**src/inc/ttx_consts.svh**
```systemverilog
`ifndef TTX_CONSTS_SVH
`define TTX_CONSTS_SVH

// Register byte offsets
`define TTX_OFS_CTRL_A    8'h00
`define TTX_OFS_CTRL_B    8'h04
`define TTX_OFS_REQ_SEL   8'h08
`define TTX_OFS_REQ_VAL   8'h0c
`define TTX_OFS_RENDER    8'h10
`define TTX_OFS_BOX_1     8'h14
`define TTX_OFS_BOX_2     8'h18
`define TTX_OFS_ROW_CUR   8'h1c
`define TTX_OFS_SRC_STAT  8'h20
`define TTX_RST_VAL       8'h00

// Status register flag and control positions
`define TTX_B_ENH_DONE    5
`define TTX_B_WSS_DONE    4
`define TTX_SRC_CTRL_MASK 8'hcc

// Memory rows and packet number of interest
`define TTX_ROW_STATUS    5'h18
`define TTX_ROW_HALF      5'h0c
`define TTX_PKT_HEADER    5'h00
`endif

```
**src/inc/ttx_pkg.sv**
```systemverilog
package ttx_pkg;
    // All state of the register bank
    typedef struct packed {
        logic [7:0]  ctrl_a;
        logic [7:0]  ctrl_b;
        logic [7:0]  req_sel;
        logic [4:0]  req_val;
        logic [7:0]  render;
        logic [7:0]  box_1;
        logic [7:0]  box_2;
        logic [7:0]  row_cur;
        logic [7:0]  src_ctl;
        logic        enh_done;
        logic        wss_done;
        logic [2:0]  hs_sync;
        logic [2:0]  vs_sync;
        logic        hs_ref;
        logic        vs_ref;
        logic [31:0] prdata;
        logic        frame;
        logic        acq_wr;
        logic [4:0]  mem_row;
        logic        row_vis;
        logic        box_en;
    } ttx_state_t;
endpackage

```
**src/design/ttx_ctrl.sv**
```systemverilog
`timescale 1ns/1ps
`include "ttx_consts.svh"

module ttx_ctrl
(
    // Clock and reset
    input  wire logic        clk,
    input  wire logic        rst,
    // APB slave
    input  wire logic        psel,
    input  wire logic        penable,
    input  wire logic        pwrite,
    input  wire logic [7:0]  paddr,
    input  wire logic [31:0] pwdata,
    output logic      [31:0] prdata,
    output logic             pready,
    output logic             pslverr,
    // Sync pins, asynchronous
    input  wire logic        hsync_pin,
    input  wire logic        vsync_pin,
    output logic             hsync_ref,
    output logic             vsync_ref,
    output logic             field_pol_late,
    // Acquisition engine side
    input  wire logic        pkt_valid,
    input  wire logic [4:0]  pkt_num,
    input  wire logic        pkt_is_ext,
    input  wire logic        on_data_line,
    input  wire logic        enh_done_evt,
    input  wire logic        wss_done_evt,
    input  wire logic        done_clear,
    output logic             acq_mem_wr_en,
    output logic             row24_store_place,
    output logic             raw_byte_mode,
    output logic             enhancement_proc_off,
    output logic             programme_delivery_capture_en,
    output logic             inventory_capture_en,
    output logic             widescreen_acq_en,
    output logic             video_input_sel,
    output logic             sel_a,
    output logic      [3:0]  page_request_selector,
    output logic      [2:0]  page_request_start_col,
    output logic      [4:0]  page_request_value_bits,
    // Display generator side
    input  wire logic        video_shown,
    input  wire logic        frame_req,
    input  wire logic [4:0]  disp_row,
    output logic             frame_out,
    output logic      [4:0]  mem_row,
    output logic             row_visible,
    output logic             row_box_en,
    output logic             row24_show_source,
    output logic      [7:0]  render_ctrl,
    output logic      [7:0]  box_ctrl_first,
    output logic      [7:0]  box_ctrl_second,
    output logic             cursor_en,
    output logic             show_hidden_chars,
    output logic             alt_onscreen_bank_en,
    output logic             eastern_language_sel,
    output logic             line_filter_off,
    output logic             special_char_tweak_off
);

    // ************************************************
    // State
    // ************************************************
    // Current and next copy of the whole bank
    ttx_pkg::ttx_state_t st_r;
    ttx_pkg::ttx_state_t st_nxt;

    // Bus strobes and read byte
    logic       wr_go;
    logic       rd_setup;
    logic       addr_ok;
    logic [7:0] rd_byte;

    // Sync edges seen after the synchronisers
    logic       hs_fall;
    logic       hs_rise;
    logic       vs_fall;
    logic       vs_rise;

    // Packet gate and row mapping
    logic       pkt_ok;
    logic [4:0] row_calc;

    // Field aliases of control register a
    logic c_store_page;
    logic c_show_ext;
    logic c_auto_frame;
    logic c_hdr_roll_off;
    logic c_status_only;
    logic c_frame_off;

    // Field aliases of control register b
    logic c_ext_off;
    logic c_raw;
    logic c_acq_write_off;
    logic c_enh_off;
    logic c_full_field;
    logic c_field_pol;
    logic c_h_fall;
    logic c_v_fall;

    // Field aliases of the row and cursor register
    logic c_status_top;
    logic c_tall;
    logic c_tall_half;
    logic c_box_last;
    logic c_box_body;
    logic c_box_first;

    // Control fields named once, so the logic reads by behaviour
    assign c_store_page   = st_r.ctrl_a[7];
    assign c_show_ext     = st_r.ctrl_a[6];
    assign c_auto_frame   = st_r.ctrl_a[5];
    assign c_hdr_roll_off = st_r.ctrl_a[4];
    assign c_status_only  = st_r.ctrl_a[3];
    assign c_frame_off    = st_r.ctrl_a[2];

    // Acquisition control fields
    assign c_ext_off      = st_r.ctrl_b[7];
    assign c_raw          = st_r.ctrl_b[6];
    assign c_acq_write_off      = st_r.ctrl_b[5];
    assign c_enh_off      = st_r.ctrl_b[4];
    assign c_full_field   = st_r.ctrl_b[3];
    assign c_field_pol    = st_r.ctrl_b[2];
    assign c_h_fall       = st_r.ctrl_b[1];
    assign c_v_fall       = st_r.ctrl_b[0];

    // Row and box fields
    assign c_status_top   = st_r.row_cur[7];
    assign c_tall_half    = st_r.row_cur[4];
    assign c_tall         = st_r.row_cur[3];
    assign c_box_last     = st_r.row_cur[2];
    assign c_box_body     = st_r.row_cur[1];
    assign c_box_first    = st_r.row_cur[0];

    // ************************************************
    // APB decode
    // ************************************************
    // Zero wait states; unmapped words answer with an error.
    // Read data is taken at the end of setup, so a read right after
    // a write already sees the new value.
    // pslverr is raised only in the access phase.
    assign pready   = 1'b1;
    assign wr_go    = psel & penable & pwrite & addr_ok;
    assign rd_setup = psel & ~penable & ~pwrite;
    assign pslverr  = psel & penable & ~addr_ok;

    // Address match and read mux; the done flags are spliced in
    // here, so no write path reaches them.
    // Reads of unmapped words return zero.
    always_comb
    begin
        addr_ok = 1'b1;
        rd_byte = 8'h00;
        case (paddr)
            `TTX_OFS_CTRL_A:   rd_byte = st_r.ctrl_a;
            `TTX_OFS_CTRL_B:   rd_byte = st_r.ctrl_b;
            `TTX_OFS_REQ_SEL:  rd_byte = st_r.req_sel;
            `TTX_OFS_REQ_VAL:  rd_byte = {3'h0, st_r.req_val};
            `TTX_OFS_RENDER:   rd_byte = st_r.render;
            `TTX_OFS_BOX_1:    rd_byte = st_r.box_1;
            `TTX_OFS_BOX_2:    rd_byte = st_r.box_2;
            `TTX_OFS_ROW_CUR:  rd_byte = st_r.row_cur;
            `TTX_OFS_SRC_STAT:
            begin
                rd_byte = st_r.src_ctl;
                rd_byte[`TTX_B_ENH_DONE] = st_r.enh_done;
                rd_byte[`TTX_B_WSS_DONE] = st_r.wss_done;
            end
            default:           addr_ok = 1'b0;
        endcase
    end

    // ************************************************
    // Sync edge detection
    // ************************************************
    // Only the second and third stages are looked at; the first
    // may be metastable and feeds nothing but the second.
    // The chain clears to zero, so a pin idling high gives one
    // rising edge after reset.
    // Software should set polarity before trusting pulses.
    assign hs_fall = st_r.hs_sync[2] & ~st_r.hs_sync[1];
    assign hs_rise = ~st_r.hs_sync[2] & st_r.hs_sync[1];
    assign vs_fall = st_r.vs_sync[2] & ~st_r.vs_sync[1];
    assign vs_rise = ~st_r.vs_sync[2] & st_r.vs_sync[1];

    // ************************************************
    // Acquisition gating
    // ************************************************
    // Header roll off only blocks packet 0; lines other than data lines
    // need the full-field override to pass.
    // The tests are independent, so their order does not matter.
    // Inputs share the clock, so no synchroniser is needed.
    // The strobe is registered to keep the memory path short.
    always_comb
    begin
        pkt_ok = pkt_valid;
        if (c_acq_write_off)
            pkt_ok = 1'b0;
        if (~on_data_line & ~c_full_field)
            pkt_ok = 1'b0;
        if (pkt_is_ext & c_ext_off)
            pkt_ok = 1'b0;
        if (c_hdr_roll_off && pkt_num == `TTX_PKT_HEADER)
            pkt_ok = 1'b0;
    end

    // ************************************************
    // Display row mapping
    // ************************************************
    // Double height shows half the page, two lines per memory row.
    // The status row override comes last, so it wins in double
    // height too; the half-page offset stays within five bits.
    always_comb
    begin
        row_calc = disp_row;
        if (c_tall)
        begin
            row_calc = {1'b0, disp_row[4:1]};
            if (c_tall_half)
                row_calc = row_calc + `TTX_ROW_HALF;
        end
        if (c_status_top && disp_row == 5'h00)
            row_calc = `TTX_ROW_STATUS;
    end

    // ************************************************
    // Next state
    // ************************************************
    always_comb
    begin
        // Hold every field unless a term below changes it
        st_nxt = st_r;

        // Register writes, low byte only; unmapped offsets change
        // nothing and the bus sees an error instead
        if (wr_go)
        begin
            case (paddr)
                `TTX_OFS_CTRL_A:   st_nxt.ctrl_a  = pwdata[7:0];
                `TTX_OFS_CTRL_B:   st_nxt.ctrl_b  = pwdata[7:0];
                `TTX_OFS_REQ_SEL:  st_nxt.req_sel = pwdata[7:0];
                `TTX_OFS_REQ_VAL:  st_nxt.req_val = pwdata[4:0];
                `TTX_OFS_RENDER:   st_nxt.render  = pwdata[7:0];
                `TTX_OFS_BOX_1:    st_nxt.box_1   = pwdata[7:0];
                `TTX_OFS_BOX_2:    st_nxt.box_2   = pwdata[7:0];
                `TTX_OFS_ROW_CUR:  st_nxt.row_cur = pwdata[7:0];
                `TTX_OFS_SRC_STAT:
                    st_nxt.src_ctl = pwdata[7:0]
                                   & `TTX_SRC_CTRL_MASK;
                default:           st_nxt.src_ctl = st_r.src_ctl;
            endcase
        end

        // Read data captured in setup so it leaves a flip-flop
        // and stands still through the access phase
        if (rd_setup)
            st_nxt.prdata = {24'h0, rd_byte};

        // Done flags: hardware clear, set wins over it.
        // An event in the clear cycle must not be lost, so the set
        // terms come after the clear.
        if (done_clear)
        begin
            st_nxt.enh_done = 1'b0;
            st_nxt.wss_done = 1'b0;
        end
        if (enh_done_evt & ~c_enh_off)
            st_nxt.enh_done = 1'b1;
        if (wss_done_evt & st_r.src_ctl[3])
            st_nxt.wss_done = 1'b1;

        // Two-stage synchronisers plus one stage for edges
        // Reference pulses last one clock, on the chosen edge
        st_nxt.hs_sync = {st_r.hs_sync[1:0], hsync_pin};
        st_nxt.vs_sync = {st_r.vs_sync[1:0], vsync_pin};
        st_nxt.hs_ref  = c_h_fall ? hs_fall : hs_rise;
        st_nxt.vs_ref  = c_v_fall ? vs_fall : vs_rise;

        // Overlay blanking; disable overrides auto.
        // Registered, so the pin cannot glitch while the request
        // and the video flag settle.
        // The output idles low after reset.
        st_nxt.frame = frame_req;
        if (c_auto_frame & video_shown)
            st_nxt.frame = 1'b0;
        if (c_frame_off)
            st_nxt.frame = 1'b0;

        // Memory write strobe, one cycle after the packet strobe
        st_nxt.acq_wr = pkt_ok;

        // Row visibility and box enable per memory row.
        // The box bit is picked by the mapped row, not the display
        // row, so the status row keeps its own box bit on top.
        st_nxt.mem_row = row_calc;
        st_nxt.row_vis = ~c_status_only
                       | (row_calc == `TTX_ROW_STATUS);
        if (row_calc == 5'h00)
            st_nxt.box_en = c_box_first;
        else if (row_calc == `TTX_ROW_STATUS)
            st_nxt.box_en = c_box_last;
        else
            st_nxt.box_en = c_box_body;
    end

    // ************************************************
    // State register
    // ************************************************
    // Everything clears to zero: enable bits start off, while disable bits such as c_enh_off leave their features on.
    // One struct under one reset: no field can miss the clear.
    // Reset is asynchronous; its release must be clean on clk.
    always_ff @(posedge clk or posedge rst)
    begin
        if (rst)
            st_r <= '0;
        else
            st_r <= st_nxt;
    end

    // ************************************************
    // Outputs
    // ************************************************
    // Bus and sync outputs
    assign prdata         = st_r.prdata;
    assign hsync_ref      = st_r.hs_ref;
    assign vsync_ref      = st_r.vs_ref;
    assign field_pol_late = c_field_pol;

    // Acquisition side levels
    assign acq_mem_wr_en        = st_r.acq_wr;
    assign row24_store_place    = c_store_page;
    assign raw_byte_mode        = c_raw;
    assign enhancement_proc_off = c_enh_off;
    assign programme_delivery_capture_en = st_r.ctrl_a[1];
    assign inventory_capture_en = st_r.ctrl_a[0];
    assign widescreen_acq_en    = st_r.src_ctl[3];
    assign video_input_sel      = st_r.src_ctl[2];

    // Page request fields
    assign sel_a                   = st_r.req_sel[7];
    assign page_request_selector   = st_r.req_sel[6:3];
    assign page_request_start_col  = st_r.req_sel[2:0];
    assign page_request_value_bits = st_r.req_val;

    // Display controls
    assign frame_out         = st_r.frame;
    assign mem_row           = st_r.mem_row;
    assign row_visible       = st_r.row_vis;
    assign row_box_en        = st_r.box_en;

    // Row 24 source
    assign row24_show_source = c_show_ext;

    // Character and box options
    assign render_ctrl       = st_r.render;
    assign box_ctrl_first    = st_r.box_1;
    assign box_ctrl_second   = st_r.box_2;

    // Cursor, show_hidden_chars and character set
    assign cursor_en         = st_r.row_cur[6];
    assign show_hidden_chars = st_r.row_cur[5];
    assign alt_onscreen_bank_en = st_r.render[7];
    assign eastern_language_sel = st_r.render[5];

    // Source register levels with no logic behind them here
    assign line_filter_off        = st_r.src_ctl[7];
    assign special_char_tweak_off = st_r.src_ctl[6];

endmodule

```
**config.mk**
```make
export PLATFORM = sky130hd
export DESIGN_NAME = ttx_ctrl
export DESIGN_NICKNAME = d
export VERILOG_FILES = /design/src/inc/ttx_pkg.sv /design/src/design/ttx_ctrl.sv
export VERILOG_INCLUDE_DIRS = /design/src /design/src/inc
export SDC_FILE = /design/constraint.sdc
export NUM_CORES = 1
export LEC_CHECK = 0
export BUFFER_PORTS_ARGS = -buffer_cell sky130_fd_sc_hd__buf_2
export CAP_MARGIN = 25
export CORE_MARGIN = 8
export CORE_UTILIZATION = 40
export DETAILED_ROUTE_END_ITERATION = 7
export GPL_TIMING_DRIVEN = 0
export MAX_ROUTING_LAYER = met4
export PLACE_DENSITY_LB_ADDON = 0.2
export SYNTH_ARGS = -nofsm -noshare
export SYNTH_HDL_FRONTEND = slang
export SYNTH_SLANG_ARGS = --single-unit
```
**constraint.sdc**
```tcl
create_clock -name clk -period 7.6 [get_ports clk]
set_clock_uncertainty 0.1 [all_clocks]
set_input_delay 2.28 -clock clk [delete_from_list [all_inputs] [get_ports clk]]
set_output_delay 2.28 -clock clk [all_outputs]
set_load 0.03 [all_outputs]
```
* Word level (Yosys, flattened, before mapping)
Index checks and enable logic that the tools add are counted.
** Cells by class
- Mux-type cells :: 18
- Div/mod/pow operators :: 0
- Bitwise operators :: 27
- Multipliers :: 0
- Equal/unequal tests :: 9
- Reduce and logical (&&, ||, !) cells :: 18
- Order comparisons :: 0
- Add/subtract/negate cells :: 1
- Shifts and indexed selects :: 0
** Operators with widths (number)
- 8-bit one-hot mux with 9 select lines :: 1
- 8-bit by 5-bit equality test with 1-bit output (second input constant) :: 4
- 2-bit AND reduction :: 9
- 8-bit by 4-bit equality test with 1-bit output (second input constant) :: 2
- 1-bit AND :: 15
- 5-bit logical NOT :: 3
- 5-bit two-way mux :: 3
- 1-bit two-way mux :: 13
- 1-bit inverter :: 11
- 9-bit OR reduction :: 1
- 8-bit by 3-bit equality test with 1-bit output (second input constant) :: 1
- 8-bit by 6-bit equality test with 1-bit output (second input constant) :: 1
- 8-bit logical NOT :: 1
- 4-bit by 4-bit adder with 5-bit output (second input constant) :: 1
- 5-bit equality test (second input constant) :: 1
- 2-bit nonzero test :: 2
- 1-bit logical AND :: 2
- 2-bit two-way mux :: 1
- 1-bit OR :: 1
** Word-level totals
- Output and inout port bits :: 97
- Input port bits :: 65
- Bits in read-only memories :: 0
- Memories kept :: 0
- Logic and storage cells :: 94
- Latch bits :: 0
- Memory bits (writable) :: 0
- Bits in registers :: 92

* Logic depth before layout (Yosys ltp)
- Depth in word-level cells :: 7
- Mapped depth :: 7
- Depth with buffers taken out :: 6

* Worst setup path after synthesis
OpenSTA, ideal clock, no wires.
- Path type :: in2out
- Start point :: input paddr[5]
- End point :: output pslverr
- Path buffers :: 1
- Slack :: 1.793 ns
- Stages on the path :: 4
- Required time :: 5.220 ns
- Arrival :: 3.427 ns
- Cells stage by stage :: buf_6 nor4b_1 and2_1 nor3_1
** On the way
- Word-level cells in the longest chain between the ends :: 5
- Elaborated cells between the ends (all ways) :: 13
- Those cells by class :: eq/ne (8); mux (1); bitwise (2); reduce/logical (2)
** RTL lines
- start, declared :: line ttx_ctrl.sv:13 : input wire logic [7:0] paddr,
- 8-bit by 5-bit equality test with 1-bit output (tied with other cells) :: line ttx_ctrl.sv:158 : case (paddr)
- 9-bit OR reduction (no line) *
- 1-bit two-way mux * :: line ttx_ctrl.sv:158
- 1-bit inverter * :: line ttx_ctrl.sv:149 : assign pslverr = psel & penable & ~addr_ok;
- 1-bit AND * :: line ttx_ctrl.sv:149
- end, declared :: line ttx_ctrl.sv:17 : output logic pslverr,
Every way passes the cells marked *; elsewhere a longest branch is shown, timed or not.

* Worst setup path after layout
- Start point :: input paddr[7]
- End point :: output pslverr
Same word-level chain as after synthesis.

==> impl_metrics.env <==
export IMPL_multi_input_area_sq_um=2030
export IMPL_yosysTopAreaCell="dfrtp_1"
export IMPL_holdBufCountCts=0
export IMPL_ant_nets=0
export IMPL_seqPwrFrac_pct=47.6
export IMPL_fin_cells=712
export IMPL_drive_gt1_share_pct=54.0
export IMPL_grt_max_degree=62
export IMPL_synthCells=415
export IMPL_post_route_util_pct=50.4
export IMPL_wl_mm=13.5
export IMPL_p_clk_share_pct=41.2
export IMPL_dp_cells=696
export IMPL_vias_per_cell=5.03
export IMPL_seq_area_frac_synth_pct=46.8
export IMPL_yosys_warnings=0
export IMPL_p_int_mw=0.780
export IMPL_fill_cells=1134
export IMPL_power_density_nw_per_um2=174
export IMPL_ios=162
export IMPL_worstMarginPinSlew_ns=0.842
export IMPL_setup_tns_ns=0
export IMPL_synth_area_leaders="dfrtp_1 47%, mux2_2 17%, buf_4 11%"
export IMPL_cts_tree="built"
export IMPL_finalCritPeriodShare_pct=80.4
export IMPL_cts_resized=0
export IMPL_overflow=0
export IMPL_n_antenna_cell=0
export IMPL_gr_max_usage_layer="met2"
export IMPL_end_kind="output pin"
export IMPL_ys_types=64
export IMPL_grt_total_usage_pct=17.4
export IMPL_cp_startpoint="paddr[7]"
export IMPL_crit_arrival_ns=3.73
export IMPL_hpwl_mm=9.99
export IMPL_fp_dieW_um=127
export IMPL_cts_sinks=92
export IMPL_post_cts_buffers=0
export IMPL_crit_required_ns=5.22
export IMPL_min_path_type="flip-flop to flip-flop"
export IMPL_grt_pass1_vias=3821
export IMPL_die_y_um=127
export IMPL_synth_edff_count=0
export IMPL_switchingPower_mw=0.275
export IMPL_synth_flop_cell="dfrtp_1"
export IMPL_antenna_found_initial=0
export IMPL_syn_area_sq_um=4920
export IMPL_grtUsageMet3_pct=4.82
export IMPL_mostFrequentLayoutCells="113 x buf_2, 92 x dfrtp_1, 74 x buf_4, 73 x mux2_2, 27 x nand2_1"
export IMPL_syn_area_per_cell_sq_um=11.9
export IMPL_core_rowCount=40
export IMPL_clock_latency_ns=0.34
export IMPL_period_minus_slack_ns=6.11
export IMPL_place_ws_ns=1.49
export IMPL_nets=626
export IMPL_clk_pin_slew_worst_paths_ns=0.07
export IMPL_swShare_pct=26.1
export IMPL_cts_buffers=9
export IMPL_peakVddDrop_mv=0.0889
export IMPL_grt_met1_usage_pct=21.1
export IMPL_maxSlewViolCount=0
export IMPL_cap_violations=0
export IMPL_worstSetupPathType="primary input to output pin"
export IMPL_htreeDepth=3
export IMPL_p_leak_nw=3.25
export IMPL_holdWs_ns=0.251
export IMPL_critPathLaunchType="primary input"
export IMPL_use_met2_pct=28.1
export IMPL_core_area_sq_um=12000
export IMPL_cts_root_buffer_cell="clkbuf_16"
export IMPL_hold_viol_final=0
export IMPL_synthArstFlopShare_pct=100
export IMPL_post_route_drc_count=0
export IMPL_worstReg2RegStart="c_status_top"
export IMPL_die_area_sq_um=16100
export IMPL_status="completed"
export IMPL_grt_pass1_wl_mm=21.2
export IMPL_cts_buffer_depth=2
export IMPL_vias=3583
export IMPL_drt_pass1_iterations=4
export IMPL_path_max_fanout=5
export IMPL_syn_to_final_growth_pct=23.2
export IMPL_layout_commonest_cell="buf_2"
export IMPL_final_setup_worst_slack_ns=1.49
export IMPL_fmax_mhz=164
export IMPL_seq_area_sq_um=2300
export IMPL_floorplan_initialDensity_pct=40.9
export IMPL_grt_setup_unrepaired="false"
export IMPL_pwr_share_comb_pct=11.2
export IMPL_finalSetupViolCount=0
export IMPL_gp_congestion=0.851
export IMPL_synth_seq_cells=92
export IMPL_synth_top_area_share_pct=46.8
export IMPL_io_buffers=110
export IMPL_relSlewSlack_pct=43.0
export IMPL_dr_first_iter_drc_count=236
export IMPL_wl_per_cell_um=18.9
export IMPL_hold_start="st_nxt[47]"
critical path, stage by stage:
cell,delay (ns)
buf_2,0.16
nor4b_1,0.75
and2_1,0.31
nor3_1,0.06
buf_2,0.18
synth_stat cells (all sizes together) (2+ instances only):
master / count
dfrtp: 92
buf: 81
mux2: 73
nand2: 29
inv: 12
a21oi: 11
nor2: 11
o21ai: 10
nand3: 9
mux2i: 6
nor3: 6
mux4: 5
a311oi: 4
a31oi: 4
clkbuf: 4
nand3b: 4
nand4: 4
nor2b: 4
a32oi: 3
nand2b: 3
nor4: 3
nor4b: 3
o22ai: 3
a211o: 2
and2: 2
and3b: 2
conb: 2
or2: 2
power by group through the flow:
stage               sequential (mW)  combinational (mW)  clock [mW]
CTS                           0.503               0.118       0.442
global route                  0.503               0.128       0.462
global placement              0.512               0.115           0
detailed placement            0.512               0.118           0
floorplan                     0.515              0.0750           0
finish                        0.503               0.118       0.435
registers in the layout (all words and copies together), names as in the netlist, 3 cells and up:
| signal | flops |
|---|---|
| box_ctrl_first | 8 |
| box_ctrl_second | 8 |
| mem_row | 5 |
| page_request_selector | 4 |
| page_request_start_col | 3 |
| page_request_value_bits | 5 |
| prdata | 8 |
| render_ctrl | 8 |
| st_nxt | 4 |
| st_r | 4 |
per-stage QoR:
| stage | power, mW | instance area [sq um] |
|---|---|---|
| 6_report | 1.06 | 6060 |
| 5_1_grt | 1.09 | 6060 |
| 4_1_cts | 1.06 | 6060 |
| 3_5_place_dp | 0.630 | 5770 |
| 3_3_place_gp | 0.626 | 5740 |
| 2_1_floorplan | 0.590 | 5000 |
final timing paths:
| path | end | slack (ns) | depth (start not counted) |
|---|---|---|---|
| min in group asynchronous | mem_row[3] | 1.84 | 2 |
| max reg2reg | row_box_en | 5.71 | 5 |
| min | st_nxt[48] | 0.25 | 0 |
| min reg2reg | st_nxt[48] | 0.25 | 0 |
| max | pslverr | 1.49 | 5 |
| max in group asynchronous | video_input_sel | 4.92 | 3 |
cells by family (layout without fill, tap and decap cells):
family,Yosys count,in the layout,synth area share [%]
AOI/OAI and AO/OA,51,51,7.28
xor gates and xnor gates,1,1,0.178
adders and majority gates,1,1,0.254
buffers and inverters,97,224,13.6
DFF,92,92,46.8
muxes,84,84,20.2
other,2,25,0.153
and+or+nand+nor,87,87,11.5
cell type report:
class | instances | share of cell area (%)
plain buffers | 85 | 10.3
clock inverters | 4 | 0.537
clock buffers | 12 | 4.23
repair buffers | 111 | 9.54
inverters | 12 | 0.785
multi-input cells | 249 | 33.6
flip-flops and latches | 92 | 38.0
well taps | 147 | 3.04
per-layer routing:
| metal | part of all wire [%] | vias up |
|---|---|---|
| met1 | 42 | 1758 |
| met5 | 0 | - |
| met3 | 7.8 | 10 |
| met2 | 49 | 136 |
| li1 | - | 1679 |
| met4 | 0.96 | 0 |
(Power assumes the default switching activity.)
